## config.mk

```make
export PLATFORM = sky130hd
export DESIGN_NAME = pefd_top
export DESIGN_NICKNAME = d
export VERILOG_FILES = /design/src/pefd_pkg.sv /design/src/pefd_if.sv /design/src/pefd_decode.sv /design/src/pefd_link_rx.sv /design/src/pefd_top.sv
export VERILOG_INCLUDE_DIRS = /design/src /design/src/src
export SDC_FILE = /design/constraint.sdc
export NUM_CORES = 1
export LEC_CHECK = 0
export ABC_AREA = 1
export BUFFER_PORTS_ARGS = -buffer_cell sky130_fd_sc_hd__buf_2
export CORE_MARGIN = 2
export CORE_UTILIZATION = 52
export DETAILED_ROUTE_END_ITERATION = 10
export PLACE_DENSITY = 0.75
export RECOVER_POWER = 100
export SYNTH_ARGS = -nofsm -noshare
export SYNTH_HDL_FRONTEND = slang
export SYNTH_SLANG_ARGS = --single-unit
```

## constraint.sdc

```tcl
create_clock -name sys_clk_i -period 1.5 [get_ports sys_clk_i]
set_input_delay 0.15 -clock sys_clk_i [delete_from_list [all_inputs] [get_ports sys_clk_i]]
set_output_delay 0.15 -clock sys_clk_i [all_outputs]
set_load 0.05 [all_outputs]
```

## src/pefd_regs.svh

```systemverilog
`ifndef PEFD_REGS_SVH
`define PEFD_REGS_SVH
// How it works
// - Bit 31 says a program-failure flag exists; absent flag frames are discarded.
// - Bit 30 set means the flag reads zero on failure.
// - Bit 29 set means one flag reports program and erase failures.
// - Bit 28 set means addressed access, clear means direct commands.
// - Bits 26 to 24 give the flag position within the read byte.
// - With addressed access, bits 23 to 16 hold the register local address.
// - With direct access, bits 23 to 20 flag 8D, 8S, 4S-4D-4D, 4S modes.
// - Single-line mode uses zero dummy cycles whatever the count field says.
// - Bits 15 to 8 are the read opcode; zero means no read command.
// - Bits 7 to 0 are the write opcode; zero means the flag is read-only.

// ----------------------------------------
// Register byte offsets
// ----------------------------------------
`define PE_OFF_DESC  8'h00
`define PE_OFF_CTRL  8'h04
`define PE_OFF_INFO  8'h08
`define PE_OFF_CMD   8'h0c
`define PE_OFF_ADDR  8'h10
`define PE_OFF_STAT  8'h14
`define PE_OFF_MASK  8'h18
`define PE_OFF_LAST  8'h1c

// ----------------------------------------
// Descriptor fields
// ----------------------------------------
`define PE_D_AVAIL   31
`define PE_D_POL     30
`define PE_D_SHARE   29
`define PE_D_ADDRD   28
`define PE_D_BYTE1   27
`define PE_D_POS_HI  26
`define PE_D_POS_LO  24
`define PE_D_LA_HI   23
`define PE_D_LA_LO   16
`define PE_D_M8DD    23
`define PE_D_M8SS    22
`define PE_D_M4DD    21
`define PE_D_M4SS    20
`define PE_D_DUM_HI  19
`define PE_D_DUM_LO  16
`define PE_D_RD_HI   15
`define PE_D_RD_LO   8
`define PE_D_WR_HI   7
`define PE_D_WR_LO   0

// ----------------------------------------
// Control, info and status fields
// ----------------------------------------
`define PE_C_EN      0
`define PE_C_MODE_HI 3
`define PE_C_MODE_LO 1
`define PE_C_AW_HI   5
`define PE_C_AW_LO   4
`define PE_CTRL_RST  6'h01
`define PE_MASK_RST  4'h0
`define PE_I_SHARE   2
`define PE_I_WROK    9
`define PE_S_LOAD    0
`define PE_S_FAIL    1
`define PE_S_CERR    2
`define PE_S_BADF    3

// ----------------------------------------
// Frame lengths and bus answers
// ----------------------------------------
`define PE_DESC_BITS 6'h20
`define PE_STAT_BITS 6'h08
`define PE_CNT_MAX   6'h3f
`define PE_OKAY      2'h0
`define PE_SLVERR    2'h2
`endif

```

## src/pefd_pkg.sv

```systemverilog
`default_nettype none
package pefd_pkg;
  typedef enum logic [2:0] {
    PEFD_M111  = 3'h0,
    PEFD_M4SSS = 3'h1,
    PEFD_M4SDD = 3'h2,
    PEFD_M8SSS = 3'h3,
    PEFD_M8DDD = 3'h4
  } pefd_mode_t;

  typedef enum logic [1:0] {
    PEFD_A8  = 2'h0,
    PEFD_A24 = 2'h1,
    PEFD_A32 = 2'h2
  } pefd_awid_t;

  typedef struct packed {
    logic        present;
    logic        inverted;
    logic        shared;
    logic        addressed;
    logic        byte1;
    logic [2:0]  bit_pos;
    logic [7:0]  loc_addr;
    logic        rd_ok;
    logic        wr_ok;
    logic        mode_ok;
    logic [3:0]  dummy;
    logic [7:0]  rd_op;
    logic [7:0]  wr_op;
    logic [31:0] addr;
    logic        cfg_err;
  } pefd_info_t;
endpackage : pefd_pkg
`default_nettype wire

```

## src/pefd_if.sv

```systemverilog
`timescale 1ns/1ps
`default_nettype none
interface pefd_frame_if;
  logic [31:0] word;
  logic        desc_stb;
  logic        stat_stb;
  logic        bad_stb;
  modport rx   (output word, desc_stb, stat_stb, bad_stb);
  modport core (input  word, desc_stb, stat_stb, bad_stb);
endinterface : pefd_frame_if

interface pefd_dec_if;
  import pefd_pkg::*;
  logic [31:0] desc;
  pefd_mode_t  mode;
  pefd_awid_t  awid;
  pefd_info_t  info;
  modport dec  (input  desc, mode, awid, output info);
  modport core (output desc, mode, awid, input  info);
endinterface : pefd_dec_if
`default_nettype wire

```

## src/pefd_decode.sv

```systemverilog
`timescale 1ns/1ps
`default_nettype none
`include "pefd_regs.svh"
module pefd_decode (
  pefd_dec_if.dec d
);
  import pefd_pkg::*;

  wire direct = ~d.desc[`PE_D_ADDRD];
  wire [7:0] la = d.desc[`PE_D_LA_HI:`PE_D_LA_LO];
  wire sup_sel =
    (d.mode == PEFD_M4SSS) ? d.desc[`PE_D_M4SS] :
    (d.mode == PEFD_M4SDD) ? d.desc[`PE_D_M4DD] :
    (d.mode == PEFD_M8SSS) ? d.desc[`PE_D_M8SS] :
    (d.mode == PEFD_M8DDD) ? d.desc[`PE_D_M8DD] : 1'b0;

  assign d.info.present   = d.desc[`PE_D_AVAIL];
  assign d.info.inverted  = d.desc[`PE_D_POL];
  assign d.info.shared    = d.desc[`PE_D_SHARE];
  assign d.info.addressed = d.desc[`PE_D_ADDRD];
  assign d.info.byte1     = d.desc[`PE_D_BYTE1];
  assign d.info.bit_pos   = d.desc[`PE_D_POS_HI:`PE_D_POS_LO];
  assign d.info.loc_addr  = direct ? 8'h00 : la;
  assign d.info.rd_op     = d.desc[`PE_D_RD_HI:`PE_D_RD_LO];
  assign d.info.wr_op     = d.desc[`PE_D_WR_HI:`PE_D_WR_LO];
  assign d.info.rd_ok     = d.info.rd_op != 8'h00;
  assign d.info.wr_ok     = d.info.wr_op != 8'h00;
  // Cleared flag only reports this mode unusable at this count
  assign d.info.mode_ok   = ~direct | (d.mode == PEFD_M111) | sup_sel;
  assign d.info.dummy     = (direct & (d.mode != PEFD_M111)) ?
                            d.desc[`PE_D_DUM_HI:`PE_D_DUM_LO] : 4'h0;
  assign d.info.addr      = d.info.byte1 ? {16'h0000, d.info.loc_addr, 8'h00}
                                         : {24'h000000, d.info.loc_addr};
  assign d.info.cfg_err   = (~direct & d.info.byte1 & (d.awid == PEFD_A8)) |
                            (d.awid != PEFD_A8 && d.awid != PEFD_A24 &&
                             d.awid != PEFD_A32);
endmodule : pefd_decode
`default_nettype wire

```

## src/pefd_link_rx.sv

```systemverilog
`timescale 1ns/1ps
`default_nettype none
`include "pefd_regs.svh"
module pefd_link_rx (
  input  wire logic sys_clk_i,
  input  wire logic reset_n_i,
  input  wire logic lnk_clk_i,
  input  wire logic lnk_sel_n_i,
  input  wire logic lnk_dat_i,
  pefd_frame_if.rx  f
);
  import pefd_pkg::*;

  logic [2:0]  meta_reg;
  logic [2:0]  sync_reg;
  logic [2:0]  prev_reg;
  logic [31:0] shift_reg;
  logic [5:0]  cnt_reg;
  wire  [2:0]  pins = {lnk_dat_i, lnk_sel_n_i, lnk_clk_i};
  // Idle pin levels, so reset leaves no false select edge
  localparam logic [2:0] PIN_IDLE = 3'h6;

  // ----------------------------------------
  // Two-stage synchronisers
  // ----------------------------------------
  genvar i;
  generate
    for (i = 0; i < 3; i = i + 1) begin : g_sync
      always_ff @(posedge sys_clk_i or negedge reset_n_i) begin
        if (!reset_n_i) begin
          meta_reg[i] <= PIN_IDLE[i];
          sync_reg[i] <= PIN_IDLE[i];
          prev_reg[i] <= PIN_IDLE[i];
        end else begin
          meta_reg[i] <= pins[i];
          sync_reg[i] <= meta_reg[i];
          prev_reg[i] <= sync_reg[i];
        end
      end
    end
  endgenerate

  wire clk_rise = sync_reg[0] & ~prev_reg[0];
  wire sel_fall = ~sync_reg[1] & prev_reg[1];
  wire sel_rise = sync_reg[1] & ~prev_reg[1];
  wire shift_en = ~sync_reg[1] & clk_rise & (cnt_reg != `PE_CNT_MAX);

  // ----------------------------------------
  // Frame capture
  // ----------------------------------------
  always_ff @(posedge sys_clk_i or negedge reset_n_i) begin
    if (!reset_n_i) begin
      shift_reg <= 32'h0000_0000;
      cnt_reg   <= 6'h00;
    end else if (sel_fall) begin
      cnt_reg   <= 6'h00;
    end else if (shift_en) begin
      shift_reg <= {shift_reg[30:0], sync_reg[2]};
      cnt_reg   <= cnt_reg + 6'h01;
    end
  end

  always_ff @(posedge sys_clk_i or negedge reset_n_i) begin
    if (!reset_n_i) begin
      f.word     <= 32'h0000_0000;
      f.desc_stb <= 1'b0;
      f.stat_stb <= 1'b0;
      f.bad_stb  <= 1'b0;
    end else begin
      if (sel_rise) begin
        f.word   <= shift_reg;
      end
      f.desc_stb <= sel_rise & (cnt_reg == `PE_DESC_BITS);
      f.stat_stb <= sel_rise & (cnt_reg == `PE_STAT_BITS);
      f.bad_stb  <= sel_rise & (cnt_reg != `PE_DESC_BITS) &
                    (cnt_reg != `PE_STAT_BITS);
    end
  end
endmodule : pefd_link_rx
`default_nettype wire

```

## src/pefd_top.sv

```systemverilog
`timescale 1ns/1ps
`default_nettype none
`include "pefd_regs.svh"
module pefd_top (
  input  wire logic        sys_clk_i,
  input  wire logic        reset_n_i,
  input  wire logic        lnk_clk_i,
  input  wire logic        lnk_sel_n_i,
  input  wire logic        lnk_dat_i,
  input  wire logic [7:0]  s_axi_awaddr_i,
  input  wire logic        s_axi_awvalid_i,
  output logic             s_axi_awready_o,
  input  wire logic [31:0] s_axi_wdata_i,
  input  wire logic [3:0]  s_axi_wstrb_i,
  input  wire logic        s_axi_wvalid_i,
  output logic             s_axi_wready_o,
  output logic [1:0]       s_axi_bresp_o,
  output logic             s_axi_bvalid_o,
  input  wire logic        s_axi_bready_i,
  input  wire logic [7:0]  s_axi_araddr_i,
  input  wire logic        s_axi_arvalid_i,
  output logic             s_axi_arready_o,
  output logic [31:0]      s_axi_rdata_o,
  output logic [1:0]       s_axi_rresp_o,
  output logic             s_axi_rvalid_o,
  input  wire logic        s_axi_rready_i,
  output logic             irq_o,
  output logic             fail_o
);
  import pefd_pkg::*;

  // ----------------------------------------
  // Helper functions
  // ----------------------------------------
  function automatic logic [31:0] strb_mask(input logic [3:0] s);
    strb_mask = {{8{s[3]}}, {8{s[2]}}, {8{s[1]}}, {8{s[0]}}};
  endfunction : strb_mask

  function automatic logic [31:0] merge(input logic [31:0] old_v,
                                        input logic [31:0] new_v,
                                        input logic [3:0]  s);
    merge = (old_v & ~strb_mask(s)) | (new_v & strb_mask(s));
  endfunction : merge

  function automatic logic is_mapped(input logic [7:0] a);
    is_mapped = (a[1:0] == 2'h0) && (a <= `PE_OFF_LAST);
  endfunction : is_mapped

  // ----------------------------------------
  // State
  // ----------------------------------------
  logic [31:0] desc_reg;
  logic [5:0]  ctrl_reg;
  logic [3:0]  mask_reg;
  logic [3:0]  stat_reg;
  logic [7:0]  last_reg;
  logic        fail_reg;
  logic        irq_reg;
  logic [7:0]  awaddr_reg;
  logic [31:0] wdata_reg;
  logic [3:0]  wstrb_reg;
  logic        awready_reg;
  logic        wready_reg;
  logic        bvalid_reg;
  logic [1:0]  bresp_reg;
  logic        arready_reg;
  logic        rvalid_reg;
  logic [1:0]  rresp_reg;
  logic [31:0] rdata_reg;

  pefd_frame_if frm ();
  pefd_dec_if   dec ();

  pefd_link_rx u_rx (
    .sys_clk_i   (sys_clk_i),
    .reset_n_i   (reset_n_i),
    .lnk_clk_i   (lnk_clk_i),
    .lnk_sel_n_i (lnk_sel_n_i),
    .lnk_dat_i   (lnk_dat_i),
    .f           (frm)
  );

  pefd_decode u_dec (
    .d (dec)
  );

  assign dec.desc = desc_reg;
  assign dec.mode = pefd_mode_t'(ctrl_reg[`PE_C_MODE_HI:`PE_C_MODE_LO]);
  assign dec.awid = pefd_awid_t'(ctrl_reg[`PE_C_AW_HI:`PE_C_AW_LO]);

  // ----------------------------------------
  // Flag evaluation
  // ----------------------------------------
  wire enable   = ctrl_reg[`PE_C_EN];
  wire stat_ok  = frm.stat_stb & enable & dec.info.present & dec.info.rd_ok;
  wire sel_raw  = frm.word[dec.info.bit_pos];
  wire fail_bit = sel_raw ^ dec.info.inverted;

  // ----------------------------------------
  // Bus decode
  // ----------------------------------------
  wire aw_take = s_axi_awvalid_i & awready_reg;
  wire w_take  = s_axi_wvalid_i & wready_reg;
  wire do_wr   = ~awready_reg & ~wready_reg & ~bvalid_reg;
  wire b_done  = bvalid_reg & s_axi_bready_i;
  wire ar_take = s_axi_arvalid_i & arready_reg;
  wire r_done  = rvalid_reg & s_axi_rready_i;
  wire wr_ctrl = do_wr & (awaddr_reg == `PE_OFF_CTRL);
  wire wr_stat = do_wr & (awaddr_reg == `PE_OFF_STAT);
  wire wr_mask = do_wr & (awaddr_reg == `PE_OFF_MASK);

  wire [31:0] info_word = {16'h0000, dec.info.dummy, 1'b0, dec.info.mode_ok,
                           dec.info.wr_ok, dec.info.rd_ok, dec.info.bit_pos,
                           dec.info.byte1, dec.info.addressed, dec.info.shared,
                           dec.info.inverted, dec.info.present};
  wire [31:0] cmd_word  = {8'h00, dec.info.loc_addr, dec.info.rd_op,
                           dec.info.wr_op};
  wire [31:0] ctrl_merged = merge({26'h0000000, ctrl_reg}, wdata_reg, wstrb_reg);
  wire [31:0] mask_merged = merge({28'h0000000, mask_reg}, wdata_reg, wstrb_reg);
  wire [3:0]  mask_nx     = wr_mask ? mask_merged[3:0] : mask_reg;
  wire [31:0] clr_bits    = wdata_reg & strb_mask(wstrb_reg);
  wire [3:0]  set_bits    = {frm.bad_stb, dec.info.cfg_err,
                             stat_ok & fail_bit, frm.desc_stb};
  wire [3:0]  stat_next   = (stat_reg & ~(wr_stat ? clr_bits[3:0] : 4'h0)) |
                            set_bits;

  wire [7:0]  ra = s_axi_araddr_i;
  wire [31:0] rd_mux =
    (ra == `PE_OFF_DESC) ? desc_reg :
    (ra == `PE_OFF_CTRL) ? {26'h0000000, ctrl_reg} :
    (ra == `PE_OFF_INFO) ? info_word :
    (ra == `PE_OFF_CMD)  ? cmd_word :
    (ra == `PE_OFF_ADDR) ? dec.info.addr :
    (ra == `PE_OFF_STAT) ? {28'h0000000, stat_reg} :
    (ra == `PE_OFF_MASK) ? {28'h0000000, mask_reg} :
    (ra == `PE_OFF_LAST) ? {23'h000000, fail_reg, last_reg} : 32'h0000_0000;

  // ----------------------------------------
  // Write channel
  // ----------------------------------------
  always_ff @(posedge sys_clk_i or negedge reset_n_i) begin
    if (!reset_n_i) begin
      awready_reg <= 1'b1;
      wready_reg  <= 1'b1;
      awaddr_reg  <= 8'h00;
      wdata_reg   <= 32'h0000_0000;
      wstrb_reg   <= 4'h0;
    end else begin
      if (aw_take) begin
        awaddr_reg  <= s_axi_awaddr_i;
        awready_reg <= 1'b0;
      end else if (b_done) begin
        awready_reg <= 1'b1;
      end
      if (w_take) begin
        wdata_reg  <= s_axi_wdata_i;
        wstrb_reg  <= s_axi_wstrb_i;
        wready_reg <= 1'b0;
      end else if (b_done) begin
        wready_reg <= 1'b1;
      end
    end
  end

  always_ff @(posedge sys_clk_i or negedge reset_n_i) begin
    if (!reset_n_i) begin
      bvalid_reg <= 1'b0;
      bresp_reg  <= `PE_OKAY;
    end else if (do_wr) begin
      bvalid_reg <= 1'b1;
      bresp_reg  <= is_mapped(awaddr_reg) ? `PE_OKAY : `PE_SLVERR;
    end else if (b_done) begin
      bvalid_reg <= 1'b0;
    end
  end

  // ----------------------------------------
  // Read channel
  // ----------------------------------------
  always_ff @(posedge sys_clk_i or negedge reset_n_i) begin
    if (!reset_n_i) begin
      arready_reg <= 1'b1;
      rvalid_reg  <= 1'b0;
      rresp_reg   <= `PE_OKAY;
      rdata_reg   <= 32'h0000_0000;
    end else if (ar_take) begin
      arready_reg <= 1'b0;
      rvalid_reg  <= 1'b1;
      rdata_reg   <= rd_mux;
      rresp_reg   <= is_mapped(ra) ? `PE_OKAY : `PE_SLVERR;
    end else if (r_done) begin
      arready_reg <= 1'b1;
      rvalid_reg  <= 1'b0;
    end
  end

  // ----------------------------------------
  // Registers and events
  // ----------------------------------------
  always_ff @(posedge sys_clk_i or negedge reset_n_i) begin
    if (!reset_n_i) begin
      desc_reg <= 32'h0000_0000;
      ctrl_reg <= `PE_CTRL_RST;
      mask_reg <= `PE_MASK_RST;
      stat_reg <= 4'h0;
      irq_reg  <= 1'b0;
    end else begin
      if (frm.desc_stb) begin
        desc_reg <= frm.word;
      end
      if (wr_ctrl) begin
        ctrl_reg <= ctrl_merged[5:0];
      end
      if (wr_mask) begin
        mask_reg <= mask_merged[3:0];
      end
      // Set wins over a same-cycle clear
      stat_reg <= stat_next;
      irq_reg  <= |(stat_next & mask_nx);
    end
  end

  always_ff @(posedge sys_clk_i or negedge reset_n_i) begin
    if (!reset_n_i) begin
      last_reg <= 8'h00;
      fail_reg <= 1'b0;
    end else if (stat_ok) begin
      last_reg <= frm.word[7:0];
      fail_reg <= fail_bit;
    end
  end

  assign s_axi_awready_o = awready_reg;
  assign s_axi_wready_o  = wready_reg;
  assign s_axi_bvalid_o  = bvalid_reg;
  assign s_axi_bresp_o   = bresp_reg;
  assign s_axi_arready_o = arready_reg;
  assign s_axi_rvalid_o  = rvalid_reg;
  assign s_axi_rresp_o   = rresp_reg;
  assign s_axi_rdata_o   = rdata_reg;
  assign irq_o           = irq_reg;
  assign fail_o          = fail_reg;

  wire info_pres = dec.info.present;
  wire info_inv  = dec.info.inverted;
  wire info_adr  = dec.info.addressed;
  wire info_b1   = dec.info.byte1;
  wire [7:0] info_la  = dec.info.loc_addr;
  wire [3:0] info_dum = dec.info.dummy;
endmodule : pefd_top
`default_nettype wire

```

# Word level (Yosys, flattened, before mapping)
# Cells that the tools add are included.
# word_totals
register_bits	193
input_bits	62
out_inout_bits	43
word_cells	157
# classes
addsub	1
magnitude_cmp	3
n_eq_ne	21
n_mux	32
bitwise	48
n_reduce_logical	20
# ops
operator	count
$mux 32	5
$eq 8x5->1 const B	6
$mux 9	3
$and 1x1->1	26
$eq 8x3->1 const B	2
$eq 8x4->1 const B	2
$le 8x5->1 const B	2
$mux 16	1
$reduce_bool 8->1	2
$mux 1	14
$and 4x4->4	3
$and 6x6->6	2
$mux 4	3
$mux 6	2
$ne 6x6->1 const B	2
$reduce_bool 2->1	6
$logic_not 8->1	1
$mux 8	1
$not 1->1	8
$or 4x4->4	2
$add 6x1->6 const B	1
$eq 3x2->1 const B	2
$eq 6x4->1 const B	1
$eq 6x6->1 const B	1
19 further kinds	27

# Logic depth before layout (Yosys ltp)
# Gate-level depths: netlist of run 1.
# logic_depth
depth_word	10
mapped_depth	11
mapped_depth_nobuf	11

# Modules after synthesis
# Synthesis of run 1 repeated with hierarchy kept, for this count alone.
# hier_totals
hier_cells	1107
hier_area_um2	9222.6
# by_module_without_submodules
mod	instances	cells_per_inst	area_each_um2	seq_area_each_um2
pefd_top	1	678	5358.9	2757.6
pefd_link_rx	1	313	3224.3	2033.2
pefd_decode	1	116	639.4	0.0

# Worst setup path before layout of run 1
# Ideal clock, no wire load.
# synth_timing
path_type	register to register
startpoint	register wready_reg (netlist: s_axi_wready_o)
endpoint	register irq_reg (netlist: irq_o)
setup_ps	117
t_arrival_ps	1460
required_ps	1383
setup_slack_ps	-78
stages_incl_launch_ff	12
n_path_buf	0
synth_period_minus_slack_ps	1578
path_cell_list	dfstp_2 > nor2_1 > nand2_1 > inv_1 > nand3_1 > nand2_1 > nand2_1 > inv_1 > nand2_1 > nand2_1 > nor2_1 > nand2_1
# synth_via
elab_cells_between_ends	12
cone_classes	mux (2); bitwise (9); reduce/logical (1)
# synth_rtl
element	line	rtl
start: declaration	pefd_top.sv:63	logic wready_reg;
start signal: assignment	pefd_top.sv:144	wready_reg <= 1'b1;
start signal: assignment	pefd_top.sv:158	wready_reg <= 1'b0;
start signal: assignment	pefd_top.sv:160	wready_reg <= 1'b1;
$not 1->1	pefd_top.sv:104	wire do_wr = ~awready_reg & ~wready_reg & ~bvalid_reg;
$and 1x1->1 (2 in series)	pefd_top.sv:104	
$and 1x1->1	pefd_top.sv:110	wire wr_mask = do_wr & (awaddr_reg == `PE_OFF_MASK);
$mux 4	--	
via mask_nx[2]	pefd_top.sv:120	wire [3:0] mask_nx = wr_mask ? mask_merged[3:0] : mask_reg;
$and 4x4->4	pefd_top.sv:219	irq_reg <= |(stat_next & mask_nx);
$reduce_or 4->1	pefd_top.sv:219	
end signal: assignment	pefd_top.sv:219	
end: declaration	pefd_top.sv:58	logic irq_reg;
# The timed path passes the listed nets, and every way through them passes these cells.
# A chain may end at the register's enable or synchronous reset.

# Worst setup path after layout of run 1
# layout_timing
startpoint	register u_rx.cnt_reg[1]
endpoint	register u_rx.shift_reg[18]
# layout_via
elab_chain_cells	3
# layout_lines
element	line	rtl
start: declaration	pefd_link_rx.sv:18	logic [5:0] cnt_reg;
start signal: assignment	pefd_link_rx.sv:59	cnt_reg <= cnt_reg + 6'h01;
$ne 6x6->1 (no source line)	--	
$and 1x1->1	pefd_link_rx.sv:46	wire shift_en = ~sync_reg[1] & clk_rise & (cnt_reg != `PE_CNT_MAX);
$reduce_and 2->1 (no source line)	--	
end signal: assignment	pefd_link_rx.sv:58	shift_reg <= {shift_reg[30:0], sync_reg[2]};
end: declaration	pefd_link_rx.sv:17	logic [31:0] shift_reg;
# No other way between the ends.

==> impl_metrics.csv, run 1 <==
group,metric,value,unit
global_route,grt_pass1_vias,7011,
layout,fin_nets,1203,
place,numPortBuffers,73,
sta,fmax,0.641,GHz
layout,drive_above_1_share,22.7,%
pwr,p_total,0.0140,W
routing,drtIter0Drc,799,
critical_path,reg2reg_depth,10,
pwr,power_density,1320,nW/um2
die,start_util,53.4,%
global_route,grt_max_degree,64,
layout,design_area,10600,um2
layout,multi_input_area,3210,um2
clock_network,htreeDepth,4,
synth,synth_cells,1004,
die,die_y,132,um
global_route,overflow,0,
routing,wirelength,21.1,mm
die,dieArea,17500,um2
routing,antenna_left,0,
sta,tightest_slew,0.971,ns
synth,syn_avg_cell_area,8.51,um2
sta,slew_violations,0,
pwr,netSwitchingPower,0.00473,W
routing,viasPerCell,5.27,
clock_network,clk_pin_slew,0.07,ns
critical_path,endpoint,"u_rx.shift_reg[18]$_DFFE_PN0P_",
status,violations,"negative setup slack",
pwr,pwr-share-clk,33.5,%
critical_path,worst_setup_path_start_kind,"flop",
critical_path,cpMaxStageDelayCell,"dfrtp_1",
critical_path,r2r-end,"u_rx.shift_reg[18]$_DFFE_PN0P_",
critical_path,crit_path_start,"u_rx.cnt_reg[1]$_DFFE_PN0P_",
pwr,ir_worst_vdd,0.000917,V
synth,yosys-top-cells-area,"dfrtp_1, nand2_1, o21ai_0",
sta,hold_viol,0,
clock_network,cts_buffers,17,
layout,num_antenna_cells,0,
die,design.core.area,16000,um2
global_route,grt_pass1_wl,34.0,mm
sta,skew,0.0109,ns
min_path,hp-class,"in -> reg",
synth,synth_area,8550,um2
layout,final_cells,1368,
layout,layout_common_cells,"nand2_1, dfrtp_1, inv_1",
critical_path,r2r_start,"u_rx.cnt_reg[1]$_DFFE_PN0P_",
routing,vias,7210,
pwr,p_leak,5.22,nW
critical_path,path_class,"reg -> reg",
clock_network,worst_skew_pair.late_latency,0.44,ns
synth,synth_top_area_cell,"dfrtp_1",
routing,wl_per_cell,15.4,um
synth,synth_cell_types,42,
routing,drt_first_pass_iters,5,
clock_network,clock-sinks,191,
layout,fillers,1222,
sta,rsz0062_at_grt,"true",
sta,worst_slack,-0.0593,ns
global_route,antenna_found_initial,0,
critical_path,worstPathArrival,1.88,ns
critical_path,cp_cell_sequence,"ha_2 > nand2_2 > nor2_4 > nand3_2 > nand2_2 > nor2_4 > buf_4 > buf_12 > nand2_1 > o21ai_1",
sta,setup_viol,22,
synth,synth_seq_area_share,56.0,%
pwr,p_sw_share,33.7,%
layout,final_common_cell,"nand2_1",
layout,utilization,66.5,%
critical_path,critical_path_required,1.82,ns
place,dp.cells,1299,
global_route,grt_usage,24.3,%
layout,areaGrowthSynthToFinish,24.5,%
sta,hold_slack,0.0268,ns
routing,drc,0,
min_path,hold_path.startpoint,"s_axi_araddr_i[5]",
synth,yosys.area.top_type_share,53.3,%
clock_network,cts_tree,"yes",
die,die_w,132,um
critical_path,max_stage_delay,0.36,ns
critical_path,critPathMaxFanout,10,
place,hpwl,13.7,mm
status,status,"complete, but fails checks",
layout,seq_area,4790,um2
clock_network,clk_path_buf_depth,2,
synth,ys_seq_elements,191,
sta,period_share,104,%
sta,maxSlewHeadroom,35.2,%
synth,yosysWarnings,0,
pwr,seqPwrFrac,43.7,%
die,fp-row-count,46,
clock_network,cts_root_buf,"clkbuf_16",
sta,fin_crit,1.56,ns
critical_path,r2r_slack,-0.06,ns
job,maxCapViolations,0,
pwr,combPwrFrac,22.8,%
die,io_pins,105,
pwr,internal-power,0.00930,W
critical_path,end_kind,"flop",
place,place_congestion,0.961,
place,dpl_cell_area,9430,um2
[power groups by stage]
stage	logic, W	clock network [W]	registers [W]
finish	0.00320	0.00470	0.00613
global route	0.00348	0.00496	0.00620
CTS	0.00313	0.00474	0.00611
detailed placement	0.00305	0	0.00621
global placement	0.00297	0	0.00618
floorplan	0.00116	0	0.00717
[per-stage QoR]
step	worst slack, ns	TNS, ns
6_report	-0.0593	-0.571
5_1_grt	-0.146	-3.96
4_1_cts	-0.0136	-0.132
3_5_place_dp	-0.00114	-0.00200
3_3_place_gp	0.0218	0
2_1_floorplan	-0.0281	-0.0281
[cell usage after synthesis]
cell,count
nand2_4,2
nor2_8,1
mux2i_1,1
dfstp_2,9
o31ai_1,8
buf_6,6
o21ai_1,8
dfrtp_1,182
nand2_2,4
buf_4,4
clkinv_2,1
nand3_2,1
a31oi_1,1
nor2_2,6
or2_2,1
ha_1,2
clkbuf_1,21
xor2_1,2
o22ai_1,2
o21a_1,4
nor3_1,8
inv_2,5
a21oi_1,52
nand2_1,264
mux2_2,2
buf_2,10
nand4_1,9
o21bai_1,1
inv_4,1
nand3_1,45
o221ai_1,4
o21ai_2,3
o21ai_0,130
a21oi_2,1
inv_1,129
xnor2_1,1
nor2_1,58
nand3_4,1
conb_1,1
nor4_1,4
nor3b_1,1
nor2_4,8
[kinds of logic after synthesis]
group / count (synthesis) / synth area share (%)
AO/OA/AOI/OAI: 214 / 13.3
XOR/XNOR: 3 / 0.307
adder cells (fa/ha/maj): 2 / 0.293
buffers and inverters: 177 / 8.67
flip-flops: 191 / 56.0
multiplexers: 3 / 0.381
other: 1 / 0.0439
AND/OR/NAND/NOR: 413 / 21.0
[how the worst min path moves through the flow]
stage,to,slack [ns],cells after the start
after CTS,s_axi_rresp_o[1]$_DFFE_PN0P_,0.02,3
after global routing,s_axi_rresp_o[1]$_DFFE_PN0P_,0.11,3
after floorplan,asynchronous set/reset pin,-0.15,0
final,s_axi_rresp_o[1]$_DFFE_PN0P_,0.03,3
after global placement,u_rx.meta_reg[0]$_DFF_PN0_,0.1,1
after detailed placement,u_rx.meta_reg[0]$_DFF_PN0_,0.1,1
[timing repair]
| action | CTS | global route |
|---|---|---|
| cloned | 3 | 4 |
| buffers inserted | 6 | 5 |
| setup endpoints to repair | 20 | 50 |
| endpoints found under the hold margin | 147 | 0 |
| hold buffers | 21 | 0 |
| resized for setup | 13 | 86 |
| pin swaps | 2 | 4 |
[metal layers]
metal | GRT usage (%) | share of wire, % | vias to the layer above
li1 | - | - | 3476
met1 | 33.0 | 44 | 3416
met2 | 39.1 | 48 | 261
met3 | 3.92 | 4.8 | 57
met4 | 9.92 | 3.5 | 0
met5 | 0 | 0 | -
[worst max-delay path, delay by kind of cell (launching register included)]
family	cells	cell delay (ns)
AOI/OAI and AO/OA	1	0.08
adders and majority gates	1	0.19
buffers and inverters	2	0.27
DFF	1	0.36
and+or+nand+nor	6	0.53
[layout make-up]
type | instances | area share (%)
Clock buffer | 17 | 4.00
Clock inverter | 15 | 1.74
Inverter | 136 | 4.83
Multi-Input combinational cell | 637 | 30.2
Sequential cell | 191 | 45.0
Tap cell | 216 | 2.54
Timing Repair Buffer | 156 | 11.7
Note: power is estimated with default switching activity, not from simulation.
==> inputs of run 2 (changes only) <==
Settings changed: CORE_MARGIN 2 to 10, CTS_BUF_LIST from default to sky130_fd_sc_hd__clkbuf_8 sky130_fd_sc_hd__clkbuf_16.
==> run 2 against run 1 <==
The flow still finishes with violations (negative setup slack); register-to-register slack improved by 0.04 ns; die area rose by 26%; clock power fell by 6.8%; total power fell by 2.6%; first-iteration DRC count fell by 21%; sequential power barely moved; cell area barely moved; worst setup slack improved by 0.040 ns; sequential share of layout area barely moved; via count barely moved; largest power group unchanged; highest routed layer unchanged.
==> impl_metrics.csv, run 2 (synthesis gave the netlist of run 1 again) <==
group,metric,value,unit
die,start_util,53.4,%
place,hpwl,14.2,mm
clock_network,clk_path_buf_depth,2,
layout,num_antenna_cells,0,
pwr,p_total,0.0137,W
critical_path,worstPathArrival,1.88,ns
die,die_y,148,um
pwr,p_leak,5.33,nW
min_path,hp-class,"in -> reg",
routing,drtIter0Drc,631,
status,violations,"negative setup slack",
clock_network,htreeDepth,4,
sta,worst_slack,-0.0194,ns
sta,fmax,0.658,GHz
critical_path,critical_path_required,1.86,ns
global_route,grt_usage,19.5,%
die,fp-row-count,46,
layout,fin_nets,1203,
clock_network,cts_root_buf,"clkbuf_16",
place,place_congestion,0.960,
clock_network,cts_tree,"yes",
sta,maxSlewHeadroom,47.4,%
routing,vias,7203,
global_route,grt_pass1_wl,34.7,mm
critical_path,worst_setup_path_start_kind,"flop",
routing,wl_per_cell,16.1,um
die,dieArea,22000,um2
routing,drt_first_pass_iters,8,
job,maxCapViolations,0,
sta,setup_viol,12,
global_route,overflow,0,
layout,drive_above_1_share,22.9,%
layout,utilization,66.5,%
status,status,"complete, but fails checks",
routing,viasPerCell,5.27,
critical_path,path_class,"reg -> reg",
global_route,grt_pass1_vias,6968,
global_route,grt_max_degree,60,
sta,period_share,101,%
routing,wirelength,22.0,mm
clock_network,worst_skew_pair.late_latency,0.44,ns
global_route,antenna_found_initial,0,
pwr,power_density,1280,nW/um2
clock_network,clk_pin_slew,0.07,ns
layout,areaGrowthSynthToFinish,24.5,%
critical_path,critPathMaxFanout,8,
die,die_w,148,um
sta,hold_viol,0,
pwr,ir_worst_vdd,0.000986,V
clock_network,cts_buffers,17,
sta,fin_crit,1.52,ns
place,numPortBuffers,73,
die,io_pins,105,
clock_network,clock-sinks,191,
sta,slew_violations,0,
layout,final_common_cell,"nand2_1",
layout,layout_common_cells,"nand2_1, dfrtp_1, inv_1",
routing,drc,0,
die,design.core.area,16000,um2
sta,rsz0062_at_grt,"true",
sta,fin_setup_tns,-0.129,ns
critical_path,end_kind,"flop",
sta,skew,0.00931,ns
routing,antenna_left,0,
sta,tightest_slew,0.789,ns
## run 2: cell count changes in the layout (fill, tap and decap cells not counted), sizes merged
cell	previous run	this run
buf	127	72
bufinv	3	2
clkbuf	25	80
clkinv	5	8
clkinvlp	4	2
## run 2: report_power, final
part	total, W	switching [W]	internal, W	leakage, nW
sequential	0.00616	0.000397	0.00576	2.53
clock	0.00438	0.00194	0.00244	0.285
combinational	0.00313	0.00230	0.000833	2.52
total	0.0137	0.00463	0.00904	5.33
## run 2: final timing paths
check                           cells after the start  slack, ns                             to                         from
worst max-delay path                               10      -0.02  u_rx.shift_reg[8]$_DFFE_PN0P_  u_rx.cnt_reg[1]$_DFFE_PN0P_
worst max register to register                     10      -0.02  u_rx.shift_reg[8]$_DFFE_PN0P_  u_rx.cnt_reg[1]$_DFFE_PN0P_
max in group asynchronous                           3       0.19     s_axi_rvalid_o$_DFFE_PN0P_                    reset_n_i
worst min-delay path                                3       0.03   s_axi_rresp_o[1]$_DFFE_PN0P_            s_axi_araddr_i[5]
worst min register to register                      0       0.36     u_rx.sync_reg[0]$_DFF_PN0_   u_rx.meta_reg[0]$_DFF_PN0_
min in group asynchronous                           2       0.21    u_rx.cnt_reg[3]$_DFFE_PN0P_                    reset_n_i
## run 2: per-stage QoR
stage	hold WS [ns]	worst slack [ns]	instances	area, um2
after detailed placement	0.133	-0.0274	1299	9450
after global placement	0.139	0.0244	1299	9450
after CTS	0.0202	-0.00144	1360	10400
after floorplan	-0.146	-0.0281	1005	8560
after global routing	0.0638	-0.124	1368	10600
final	0.0282	-0.0194	1368	10600
## run 2: area by class of cell
| class | instances | area (um2) |
|---|---|---|
| fillers | 1263 | 5360 |
| repair buffers | 156 | 1210 |
| multi-input cells | 637 | 3290 |
| flip-flops and latches | 191 | 4790 |
| inverters | 136 | 514 |
| clock inverters | 15 | 144 |
| well taps | 216 | 270 |
| clock buffers | 17 | 425 |
## run 2: timing repair
action / CTS / global route
setup endpoints to repair: 37 / 46
hold buffers: 21 / 0
endpoints found under the hold margin: 62 / 0
buffers inserted: 5 / 5
cloned: 3 / 4
pin swaps: 1 / 0
gates resized for setup: 18 / 102
## run 2: routing by layer
layer	up-vias	global-route usage (%)	wire length (um)
li1	3484	-	-
met1	3391	24.6	9090
met2	274	31.7	10800
met3	54	3.97	1410
met4	0	8.62	729
met5	-	0	0
## run 2: worst max-delay path, cell delays in order (launching register included)
cell and delay [ns]:
dfrtp_1 0.38, ha_2 0.19, nand2_2 0.08, nor2_4 0.04
nand3_2 0.05, nand2_2 0.06, nor2_4 0.18, buf_6 0.17
clkbuf_16 0.17, nand2_2 0.04, o21ai_1 0.07
==> inputs of run 3 (changes only) <==
Settings changed: SETUP_SLACK_MARGIN from default to 0.4.
==> run 3 against run 2 <==
The flow finishes with violations (design-rule violations, negative setup slack); sequential power up 4.1%; first-iteration DRC count rose to 2.6 times the previous value; non-clock buffer count up 95; sequential share of layout area down 9.9 points; combinational power up 110%; clock power up 8.9%; worst setup slack worse by 0.41 ns; fmax down 21%; cell area up 28%.
==> impl_metrics.csv, run 3 (synthesis gave the netlist of run 1 again) <==
group,metric,value,unit
critical_path,cpMaxStageDelayCell,"dfrtp_2",
die,design.core.area,16000,um2
routing,wl_per_cell,27.0,um
layout,drive_above_1_share,47.9,%
pwr,seqPwrFrac,36.1,%
pwr,ir_worst_vdd,0.00113,V
routing,wirelength,39.6,mm
critical_path,critPathMaxFanout,5,
sta,fin_crit,1.93,ns
routing,drc,13,
critical_path,r2r_slack,-0.43,ns
global_route,antenna_found_initial,1,
critical_path,path_class,"reg -> reg",
die,start_util,53.4,%
layout,fin_nets,1302,
sta,period_share,129,%
critical_path,critical_path_required,1.83,ns
sta,setup_viol,56,
sta,hold_slack,0.0958,ns
critical_path,worstPathArrival,2.26,ns
routing,antenna_left,0,
global_route,overflow,0,
min_path,hp-class,"in -> reg",
pwr,p_sw_share,37.7,%
pwr,power_density,1300,nW/um2
die,die_w,148,um
clock_network,worst_skew_pair.late_latency,0.46,ns
status,status,"complete, but fails checks",
die,io_pins,105,
sta,slew_violations,0,
critical_path,crit_top_cell,"nand2_1",
critical_path,worst_setup_path_start_kind,"flop",
sta,worst_slack,-0.431,ns
clock_network,htreeDepth,4,
sta,fin_setup_tns,-4.20,ns
status,violations,"design-rule violations, negative setup slack",
layout,num_antenna_cells,0,
sta,hold_viol,0,
global_route,grt_pass1_vias,8496,
clock_network,cts_tree,"yes",
clock_network,clk_pin_slew,0.08,ns
place,numPortBuffers,73,
sta,fmax,0.518,GHz
routing,drt_first_pass_iters,11,
pwr,pwr-share-clk,26.9,%
routing,drtIter0Drc,1620,
job,maxCapViolations,0,
sta,tightest_slew,0.616,ns
layout,final_cells,1467,
die,fp-row-count,46,
clock_network,cts_buffers,17,
sta,skew,0.0140,ns
critical_path,end_kind,"flop",
sta,maxSlewHeadroom,58.8,%
clock_network,clock-sinks,191,
layout,areaGrowthSynthToFinish,59.8,%
pwr,p_leak,6.52,nW
clock_network,clk_path_buf_depth,2,
critical_path,max_stage_delay,0.44,ns
routing,viasPerCell,6.51,
global_route,grt_pass1_wl,44.6,mm
pwr,combPwrFrac,37.0,%
sta,rsz0062_at_grt,"true",
global_route,grt_max_degree,63,
place,place_congestion,0.941,
pwr,internal-power,0.0111,W
clock_network,cts_root_buf,"clkbuf_16",
routing,vias,9549,
place,hpwl,14.6,mm
critical_path,cp_cell_sequence,"inv_1 > nand2_4 > nor2_4 > nand3_2 > nand2_1 > nand2_1 > nand2_1 > nand2_1 > nor2_2 > nand2_1",
place,dp.cells,1294,
layout,layout_common_cells,"dfrtp_1, nand2_1, inv_1",
die,dieArea,22000,um2
layout,final_common_cell,"dfrtp_1",
die,die_y,148,um
pwr,netSwitchingPower,0.00669,W
global_route,grt_usage,25.4,%
run 3: final cells by class:
cell class                 count  area [um2]
sequential                   191        4800
tap                          216         270
fill                         563        2340
timing repair inverter         1        7.51
timing repair buffer         251        2780
clock buffer                  17         425
clock inverter                15         178
multi-input combinational    640        4660
inverter                     136         537
run 3: worst paths after layout:
path | startpoint | to | cells after the start
worst max-delay path | s_axi_bvalid_o$_DFFE_PN0P_ | irq_o$_DFF_PN0_ | 10
worst min-delay path | s_axi_awvalid_i | awaddr_reg[1]$_DFFE_PN0P_ | 3
worst min register to register | u_rx.meta_reg[0]$_DFF_PN0_ | u_rx.sync_reg[0]$_DFF_PN0_ | 0
min in group asynchronous | reset_n_i | u_rx.meta_reg[0]$_DFF_PN0_ | 2
worst max register to register | s_axi_bvalid_o$_DFFE_PN0P_ | irq_o$_DFF_PN0_ | 10
max in group asynchronous | reset_n_i | u_rx.shift_reg[14]$_DFFE_PN0P_ | 3
run 3: power by group through the flow:
stage,logic (W),clock network (W),registers (W)
after floorplan,0.00147,0,0.00723
after detailed placement,0.00329,0,0.00624
after CTS,0.00516,0.00465,0.00624
after global placement,0.00322,0,0.00622
after global routing,0.00677,0.00498,0.00643
final,0.00656,0.00477,0.00641
run 3: metrics by stage:
step | worst slack (ns) | total power [W] | cell area [um2] | utilization (%)
floorplan | 0.00662 | 0.00870 | 8860 | -
global placement | 0.0271 | 0.00944 | 9540 | 59.6
detailed placement | 0.000564 | 0.00953 | 9540 | 59.6
CTS | 0.0265 | 0.0161 | 12300 | 76.8
global route | -0.439 | 0.0182 | 13700 | 85.4
finish | -0.431 | 0.0177 | 13700 | 85.4
run 3: layer usage:
layer | wire length (um) | GRT usage (%)
met5 | 0 | 0
met3 | 4850 | 3.79
met1 | 12400 | 29.5
met2 | 18600 | 44.8
met4 | 3670 | 12.8
run 3: worst max-delay path, delay by kind of cell (launching register included):
| kind | cells | cell delay, ns |
|---|---|---|
| DFF | 1 | 0.44 |
| buffers and inverters | 1 | 0.16 |
| and+or+nand+nor | 9 | 1.20 |
run 3: what timing repair did:
action / CTS / global route
pin swaps: 49 / 30
endpoints found under the hold margin: 60 / 0
gates resized for setup: 298 / 249
hold buffers: 22 / 0
setup endpoints to repair: 186 / 191
cloned: 20 / 6
setup buffers: 59 / 34
